`src/mcs_timing_pkg.sv`:
```
package mcs_timing_pkg;
  // clock states of one machine cycle
  typedef enum logic [1:0] {
    STATE_FIRST  = 2'b00,
    STATE_SECOND = 2'b01,
    STATE_THIRD  = 2'b10,
    STATE_FOURTH = 2'b11
  } mcs_state_e;

  localparam int unsigned CLK_PERIOD_NS    = 8;
  localparam int unsigned STATES_PER_CYCLE = 4;
  localparam int unsigned MAX_INSTR_CYCLES = 5;

  localparam logic [7:0] CLOCK_CONTROL_RESET = 8'h01;
  localparam int unsigned STRETCH_LSB       = 0;
  localparam int unsigned STRETCH_MSB       = 2;

  localparam logic [4:0] STROBE_WIDTH_MIN   = 5'h02;
  localparam logic [4:0] STROBE_LEAD        = 5'h00;
  localparam logic [1:0] RESET_HOLD_CYCLES  = 2'h2;
  localparam logic [15:0] PC_RESET          = 16'h0000;
endpackage : mcs_timing_pkg
```
`src/mcs_core.sv`:
```
`timescale 1ns/1ps
module mcs_core
  import mcs_timing_pkg::*;
(
  // clock and reset
  input  wire logic                     clk,
  input  wire logic                     rstn,
  input  wire logic                     extResetReq,
  // clock control write
  input  wire logic                     ctrlWrite,
  input  wire logic [7:0]               ctrlWriteData,
  // decode of the fetched opcode, valid in state four of the fetch cycle
  input  wire logic [1:0]               instrBytes,
  input  wire logic                     instrJump,
  input  wire logic                     instrExtra,
  input  wire logic                     instrExtMove,
  input  wire logic                     instrExtWrite,
  input  wire logic [15:0]              instrExtAddr,
  input  wire logic [7:0]               instrExtWrData,
  input  wire logic [15:0]              jumpTarget,
  // program fetch
  output logic                          fetchStrobe,
  output logic [15:0]                   pc,
  // external data bus
  output logic [15:0]                   extAddr,
  output logic                          extAddrValid,
  output logic                          extRdN,
  output logic                          extWrN,
  output logic [7:0]                    extWrData,
  output logic                          extDataOe,
  input  wire logic [7:0]               extRdData,
  output logic [7:0]                    rdData,
  output logic                          rdDataValid,
  // status
  output mcs_timing_pkg::mcs_state_e    cpuState,
  output logic [2:0]                    stretchSel,
  output logic                          instrDone,
  output logic                          cpuHold,
  output logic                          cpuReset
);
  logic [1:0] phase;
  logic       phaseWrap;
  logic [7:0] clockControl;
  logic [2:0] cycIdx;
  logic [2:0] totCyc;
  logic [1:0] bytesLeft;
  logic       jumpPend;
  logic       inMove;
  logic       moveWrite;
  logic [4:0] accessClk;
  logic [4:0] accessLast;
  logic [4:0] strobeWidth;
  logic [2:0] moveStretch;
  logic       rstSeen;
  logic [1:0] rstHold;
  logic       atFourth;
  logic       strobeWin;
  logic [2:0] next_totCyc;
  logic [2:0] next_sum;

  mcs_mod_counter #(.WIDTH(2), .MOD(STATES_PER_CYCLE)) u_phase (
    .clk      (clk),
    .rstn     (rstn),
    .count    (phase),
    .wrapNext (phaseWrap)
  );

  assign atFourth = phaseWrap;

  // state output tracks the counter; reset value matches the counter's
  always_ff @(posedge clk or negedge rstn) begin
    if (!rstn) begin
      cpuState <= STATE_FIRST;
    end else begin
      cpuState <= mcs_state_e'(phase + 2'h1);
    end
  end

  // reset pin seen only once per machine cycle; one glitchy sample is ignored
  always_ff @(posedge clk or negedge rstn) begin
    if (!rstn) begin
      rstSeen  <= 1'b0;
      rstHold  <= 2'h0;
      cpuReset <= 1'b0;
    end else if (atFourth) begin
      rstSeen <= extResetReq;
      if (extResetReq && (rstSeen || cpuReset)) begin
        cpuReset <= 1'b1;
        rstHold  <= RESET_HOLD_CYCLES;
      end else if (cpuReset) begin
        if (rstHold <= 2'h1) begin
          cpuReset <= 1'b0;
        end
        rstHold <= (rstHold == 2'h0) ? 2'h0 : rstHold - 2'h1;
      end
    end
  end

  always_ff @(posedge clk or negedge rstn) begin
    if (!rstn) begin
      clockControl <= CLOCK_CONTROL_RESET;
    end else if (cpuReset) begin
      clockControl <= CLOCK_CONTROL_RESET;
    end else if (ctrlWrite) begin
      clockControl <= ctrlWriteData;
    end
  end

  always_ff @(posedge clk or negedge rstn) begin
    if (!rstn) begin
      stretchSel <= CLOCK_CONTROL_RESET[STRETCH_MSB:STRETCH_LSB];
    end else begin
      stretchSel <= clockControl[STRETCH_MSB:STRETCH_LSB];
    end
  end

  // cycle count: bytes, plus one for jumps, plus one for codes flagged extra, of any length
  always_comb begin
    next_sum    = {1'b0, instrBytes} + {2'h0, instrJump} + {2'h0, instrExtra};
    next_totCyc = (next_sum == 3'h0) ? 3'h1 : next_sum;
  end

  // access length is (stretch+1) machine cycles; strobe 2 clocks or 4 per step
  assign accessLast  = {moveStretch, 2'b11};
  assign strobeWidth = (moveStretch == 3'h0) ? STROBE_WIDTH_MIN : {moveStretch, 2'b00};
  assign strobeWin   = inMove && (accessClk >= STROBE_LEAD) && (accessClk < STROBE_LEAD + strobeWidth);

  // instruction sequencer
  always_ff @(posedge clk or negedge rstn) begin
    if (!rstn) begin
      cycIdx      <= 3'h0;
      totCyc      <= 3'h1;
      bytesLeft   <= 2'h0;
      jumpPend    <= 1'b0;
      inMove      <= 1'b0;
      moveWrite   <= 1'b0;
      moveStretch <= 3'h0;
      accessClk   <= 5'h00;
      instrDone   <= 1'b0;
    end else if (cpuReset) begin
      cycIdx    <= 3'h0;
      bytesLeft <= 2'h0;
      jumpPend  <= 1'b0;
      inMove    <= 1'b0;
      accessClk <= 5'h00;
      instrDone <= 1'b0;
    end else if (inMove) begin
      // processor state frozen: only the access counter runs
      instrDone <= 1'b0;
      if (accessClk == accessLast) begin
        inMove    <= 1'b0;
        accessClk <= 5'h00;
        instrDone <= 1'b1;
      end else begin
        accessClk <= accessClk + 5'h01;
      end
    end else if (atFourth) begin
      if (cycIdx == 3'h0) begin
        if (instrExtMove) begin
          inMove      <= 1'b1;
          moveWrite   <= instrExtWrite;
          moveStretch <= clockControl[STRETCH_MSB:STRETCH_LSB];
          instrDone   <= 1'b0;
        end else if (next_totCyc == 3'h1) begin
          instrDone <= 1'b1;
        end else begin
          cycIdx    <= 3'h1;
          totCyc    <= next_totCyc;
          bytesLeft <= (instrBytes == 2'h0) ? 2'h0 : instrBytes - 2'h1;
          jumpPend  <= instrJump;
          instrDone <= 1'b0;
        end
      end else if (cycIdx == totCyc - 3'h1) begin
        cycIdx    <= 3'h0;
        jumpPend  <= 1'b0;
        instrDone <= 1'b1;
      end else begin
        cycIdx    <= cycIdx + 3'h1;
        instrDone <= 1'b0;
        if (bytesLeft != 2'h0) begin
          bytesLeft <= bytesLeft - 2'h1;
        end
      end
    end else begin
      instrDone <= 1'b0;
    end
  end

  // one fetch at the second state of a cycle that still has a byte to take
  always_ff @(posedge clk or negedge rstn) begin
    if (!rstn) begin
      fetchStrobe <= 1'b0;
      pc          <= PC_RESET;
    end else if (cpuReset) begin
      fetchStrobe <= 1'b0;
      pc          <= PC_RESET;
    end else begin
      fetchStrobe <= 1'b0;
      if (!inMove && (phase == STATE_FIRST) && (cycIdx == 3'h0 || bytesLeft != 2'h0)) begin
        fetchStrobe <= 1'b1;
        pc          <= pc + 16'h0001;
      end else if (!inMove && atFourth && cycIdx != 3'h0 && cycIdx == totCyc - 3'h1 && jumpPend) begin
        pc <= jumpTarget;
      end
    end
  end

  // hold flag shows the frozen processor during the stretched access
  always_ff @(posedge clk or negedge rstn) begin
    if (!rstn) begin
      cpuHold <= 1'b0;
    end else begin
      cpuHold <= inMove && !cpuReset && (accessClk != accessLast);
    end
  end

  // address and write data are held across the whole access so the strobe,
  // which ends at least one clock early, always drops while the address is stable
  always_ff @(posedge clk or negedge rstn) begin
    if (!rstn) begin
      extAddr      <= 16'h0000;
      extAddrValid <= 1'b0;
      extWrData    <= 8'h00;
      extDataOe    <= 1'b0;
    end else if (!cpuReset && !inMove && atFourth && cycIdx == 3'h0 && instrExtMove) begin
      extAddr      <= instrExtAddr;
      extAddrValid <= 1'b1;
      extWrData    <= instrExtWrData;
      extDataOe    <= instrExtWrite;
    end else if (cpuReset || (inMove && accessClk == accessLast)) begin
      extAddrValid <= 1'b0;
      extDataOe    <= 1'b0;
    end
  end

  always_ff @(posedge clk or negedge rstn) begin
    if (!rstn) begin
      extRdN <= 1'b1;
      extWrN <= 1'b1;
    end else begin
      extRdN <= !(strobeWin && !moveWrite && !cpuReset);
      extWrN <= !(strobeWin && moveWrite && !cpuReset);
    end
  end

  // read data taken on the falling edge inside the last strobe clock,
  // half a state later than a rising-edge capture would allow
  always_ff @(negedge clk or negedge rstn) begin
    if (!rstn) begin
      rdData <= 8'h00;
    end else if (inMove && !moveWrite && accessClk == strobeWidth) begin
      rdData <= extRdData;
    end
  end

  always_ff @(posedge clk or negedge rstn) begin
    if (!rstn) begin
      rdDataValid <= 1'b0;
    end else begin
      rdDataValid <= inMove && !moveWrite && !cpuReset && accessClk == accessLast;
    end
  end
endmodule : mcs_core

```
`src/mcs_mod_counter.sv`:
```
`timescale 1ns/1ps
module mcs_mod_counter #(
  parameter int unsigned WIDTH = 2,
  parameter int unsigned MOD   = 4
) (
  // clock and reset
  input  wire logic             clk,
  input  wire logic             rstn,
  // count
  output logic [WIDTH-1:0] count,
  output logic             wrapNext
);
  localparam logic [WIDTH-1:0] LAST = WIDTH'(MOD - 1);

  assign wrapNext = (count == LAST);

  always_ff @(posedge clk or negedge rstn) begin
    if (!rstn) begin
      count <= '0;
    end else if (wrapNext) begin
      count <= '0;
    end else begin
      count <= count + WIDTH'(1);
    end
  end
endmodule : mcs_mod_counter

```
`config.mk`:
```
export PLATFORM = sky130hd
export DESIGN_NAME = mcs_core
export DESIGN_NICKNAME = d
export VERILOG_FILES = /design/src/mcs_timing_pkg.sv /design/src/mcs_core.sv /design/src/mcs_mod_counter.sv
export SDC_FILE = /design/constraint.sdc
export NUM_CORES = 1
export LEC_CHECK = 0
export ABC_CLOCK_PERIOD_IN_PS = 1800
export BUFFER_PORTS_ARGS = -buffer_cell sky130_fd_sc_hd__buf_2
export CAP_MARGIN = 10
export CELL_PAD_IN_SITES_DETAIL_PLACEMENT = 1
export CELL_PAD_IN_SITES_GLOBAL_PLACEMENT = 1
export CORE_MARGIN = 1.5
export CORE_UTILIZATION = 35
export CTS_BUF_LIST = sky130_fd_sc_hd__clkbuf_8 sky130_fd_sc_hd__clkbuf_16
export CTS_CLUSTER_SIZE = 24
export DETAILED_ROUTE_END_ITERATION = 16
export GPL_ROUTABILITY_DRIVEN = 1
export PLACE_DENSITY_LB_ADDON = 0.15
export RECOVER_POWER = 50
export SYNTH_ARGS = -nofsm -noshare
export SYNTH_HDL_FRONTEND = slang
export SYNTH_SLANG_ARGS = --single-unit
```
`constraint.sdc`:
```
create_clock -name clk -period 1.8 [get_ports clk]
set_input_delay 0.18 -clock clk [delete_from_list [all_inputs] [get_ports clk]]
set_output_delay 0.18 -clock clk [all_outputs]
set_load 0.02 [all_outputs]
```
### After elaboration in Yosys (flattened, before gate mapping)

Cells that the tools add are included.

| operators by class | value |
|---|---|
| add/subtract/negate cells | 10 |
| magnitude comparators | 3 |
| equality and inequality tests | 10 |
| muxes and demuxes | 59 |
| bitwise gates (word level) | 4 |
| reduce and logical (&&, ||, !) cells | 54 |

Operator list:

| operator | count |
|---|---|
| $mux 16 | 3 |
| $mux 3 | 10 |
| $mux 1 | 29 |
| $mux 2 | 13 |
| $logic_and 1x1->1 | 24 |
| $mux 5 | 4 |
| $add 16x1->16 const B | 1 |
| $reduce_and 6->1 | 2 |
| $reduce_bool 2->1 | 6 |
| $reduce_bool 3->1 | 4 |
| $eq 5x5->1 | 2 |
| $reduce_and 5->1 | 2 |
| $logic_not 3->1 | 3 |
| $ne 3x3->1 const B | 3 |
| $logic_not 2->1 | 3 |
| $sub 2x1->2 const B | 3 |
| $add 5x1->5 const B | 1 |
| $ge 5x1->1 const B | 1 |
| $logic_not 1->1 | 5 |
| $lt 5x5->1 | 1 |
| $ne 5x5->1 | 1 |
| $not 1->1 | 4 |
| $reduce_and 4->1 | 1 |
| $add 2x1->3 | 1 |
| 11 further kinds | 13 |

| word-level totals | value |
|---|---|
| bits in registers | 89 |
| input port bits | 66 |
| output and inout port bits | 62 |
| word-level logic and storage cells | 167 |

### Logic depth before layout (Yosys ltp)

| depth | value |
|---|---|
| word-level depth | 11 |
| depth in mapped cells | 8 |
| depth with buffers taken out | 8 |

### Hierarchy

From an unflattened synthesis, not the netlist that was laid out.

| unflattened totals | value |
|---|---|
| cell total of the unflattened synthesis | 438 |
| area total of the unflattened synthesis | 4214.0 um2 |

By module, submodules not included:

| module | times used | cells each | area an instance (um2) | sequential area each (um2) |
|---|---|---|---|---|
| mcs_core | 1 | 434 | 4147.7 | 2183.3 |
| mcs_mod_counter | 1 | 4 | 66.3 | 50.0 |

==> results.sh <==
export IMPL_cp_slowest_cell="dfrtp_1"
export IMPL_hold_viol_final=0
export IMPL_grt_overflow=0
export IMPL_synth_compound_area_share_pct=13.1
export IMPL_worstMarginPinSlew_ps=1070
export IMPL_cts_inserted_buffers=9
export IMPL_grt_pass1_wl_mm=19.9
export IMPL_synth_edf_count=0
export IMPL_start_kind="flip-flop"
export IMPL_ys_flop_type="dfrtp_1"
export IMPL_gp_congestion=0.779
export IMPL_cts_root_buf="clkbuf_16"
export IMPL_cp_max_fo=8
export IMPL_cts_tree="built"
export IMPL_route_met2_wl_mm=6.10
export IMPL_num_antenna_cells=0
export IMPL_synth_cell_types=55
export IMPL_rows=39
export IMPL_grt_max_degree=48
export IMPL_synth_top_family_by_area="compound AO/OA/AOI/OAI gates"
export IMPL_worstHoldStart="instrExtAddr[9]"
export IMPL_final_nets=645
export IMPL_via_count=3649
export IMPL_critPathCaptureType="flip-flop"
export IMPL_numPortBuffers=122
export IMPL_start_util_pct=36.3
export IMPL_synthXorXnorAreaFrac_pct=1.64
export IMPL_p_total_mw=5.84
export IMPL_grtUsageTotal_pct=19.9
export IMPL_syn_avg_cell_area_sq_um=10.9
export IMPL_drtAntennaViolNets=0
export IMPL_clock_path_buffers=2
export IMPL_highest_layer="met4"
export IMPL_synth_mux_area_share_pct=10.4
export IMPL_drt_wl_total_mm=11.9
export IMPL_drt_pass1_iter_count=10
export IMPL_yosysTopAreaCellShare_pct=44.8
export IMPL_rsz0062_at_grt="true"
export IMPL_syn_num_nets=467
export IMPL_place_hpwl_mm=8.03
export IMPL_skew_ps=5.55
export IMPL_critPathKind="reg -> reg"
export IMPL_io_pins=128
export IMPL_required_ps=1090
export IMPL_cap_violations=0
export IMPL_design_area_sq_um=6030
export IMPL_synth_simple_area_share_pct=13.0
export IMPL_ys_ff_latch=88
export IMPL_final_setup_worst_slack_ps=-893
export IMPL_wl_per_cell_microns=16.8
export IMPL_timing_hold_ws_ps=49.4
export IMPL_drcViolationCount=10
export IMPL_async_flop_share_pct=100
export IMPL_die_h_microns=112
export IMPL_met1_length_mm=5.24
export IMPL_slew_viol_final=0
export IMPL_p_leak_nw=2.82
export IMPL_htreeDepth=3
export IMPL_path_cells="inv_1 > ha_4 > nand4b_1 > nor3_4 > buf_12 > mux2_2"
export IMPL_crit_start="moveStretch[0]"
export IMPL_layout_drive_gt1_share_pct=43.4
export IMPL_cts_sinks=88
export IMPL_irDropWorstVdd_uv=427
export IMPL_placedCellCount=683
export IMPL_syn_area_sq_um=4190
export IMPL_synth_largest_area_cell="dfrtp_1"
export IMPL_powerDensity_nw_per_um2=969
export IMPL_clk_latency_ps=340
export IMPL_synthCells=386
export IMPL_arrival_ps=1980
export IMPL_violations="DRC, setup timing"
export IMPL_finalSetupTns_ps=-12490
export IMPL_worst_path_buf_inv=2
export IMPL_wl_met3_microns=407
export IMPL_outcome="complete, but fails checks"
export IMPL_nFillCells=1290
export IMPL_antenna_found_initial=0
export IMPL_instances_no_fill=712
export IMPL_dpl_cell_area_sq_um=5320
export IMPL_synth_most_common_cell="dfrtp_1"
export IMPL_synthTopCellsByCount="dfrtp_1 (75), o21ai_0 (44), mux2_2 (34)"
export IMPL_synthTopCellsByArea="dfrtp_1 (45%), mux2_2 (9.1%), o21ai_0 (5.3%)"
export IMPL_reg2reg_from="moveStretch[0]"
export IMPL_hp_class="in -> reg"
export IMPL_grt_pass1_vias=3978
export IMPL_ys_seq_area_share_pct=52.7
export IMPL_ys_warn_count=0
export IMPL_core_area_sq_um=11600
export IMPL_maxSlewHeadroom_pct=28.6
export IMPL_post_drt_via_cell_ratio=5.13
export IMPL_die_w_microns=112
export IMPL_synth_fa_ha_area_share_pct=4.66
export IMPL_critPathMaxStageDelay_ps=390
export IMPL_crit_family="simple AND/OR/NAND/NOR gates"
export IMPL_setup_viol=46
export IMPL_drt_iter0_drc=161
export IMPL_die_area_sq_um=12600
export IMPL_syn_to_final_growth_pct=43.7
export IMPL_clkTransAtPathRegs_ps=60
==> final timing paths <==
path | to | slack (ps) | depth (start not counted)
max | rdData[2] | -890 | 6
min | extAddr[9] | 50 | 2
max reg2reg | rdData[2] | -890 | 6
min reg2reg | stretchSel[0] | 380 | 0
max in group asynchronous | rdData[4] | -210 | 2
min in group asynchronous | extWrData[2] | 560 | 2
==> power breakdown <==
group	internal, mW	switching, mW
combinational	0.712	0.843
clock	1.08	0.805
sequential	2.23	0.169
total	4.02	1.82
==> area by class of cell <==
type                    count  area (sq um)  area share, %
flip-flops and latches     88          2210           36.6
well taps                 143           179           2.97
repair buffers            182          1130           18.7
multi-input cells         256          2110           35.0
clock inverters             7          72.6           1.20
clock buffers               9           225           3.74
inverters                  27           101           1.68
==> per-stage QoR <==
stage          utilization (%)  worst slack (ps)
5_1_grt                   52.1              -987
4_1_cts                   52.0              -866
3_3_place_gp              46.0              -819
3_5_place_dp              46.0              -894
6_report                  52.1              -893
2_1_floorplan                -              -767
==> logic make-up (layout without fill, tap and decap cells) <==
| group | Yosys count | count (layout) |
|---|---|---|
| fa+ha+maj | 15 | 15 |
| mux | 39 | 39 |
| compound gates | 91 | 91 |
| flops | 88 | 88 |
| buf+inv | 42 | 225 |
| xor+xnor | 6 | 6 |
| simple gates | 105 | 105 |
==> routing by layer <==
metal  GRT usage (%)  vias to the layer above
met2            34.1                       74
met4            7.68                        0
li1                -                     1734
met1            25.4                     1826
met5               0                        -
met3            3.08                       15
==> placed cells by master (no fill, tap or decap), drive strengths merged, types with 5 or more instances in the layout <==
master,instances
nand2,21
nand3,12
dfrtp,75
o21ai,47
ha,14
dfrtn,8
nor2,30
buf,125
a22oi,6
inv,28
a21oi,18
clkbuf,65
a31oi,5
mux2,37
nand2b,5
dfstp,5
nor3,15
==> repair_timing <==
| item | in CTS | in global routing |
|---|---|---|
| hold endpoints to repair | 10 | 0 |
| hold buffers | 1 | 0 |
| cloned | 3 | 0 |
| resized for setup | 64 | 34 |
| pin swaps | 21 | 18 |
| setup endpoints to repair | 37 | 41 |
| buffers inserted | 10 | 3 |
==> flip-flops by register name, indices dropped and copies added, names as in the netlist, 2 cells and up <==
name and cells:
extAddr 16, stretchSel 3, clockControl 3, totCyc 3, accessClk 5, extWrData 8, cycIdx 3, rdData 8
pc 16, rstHold 2, moveStretch 3, bytesLeft 2, cpuState 2
No activity file was read; power rests on OpenSTA's default activity.
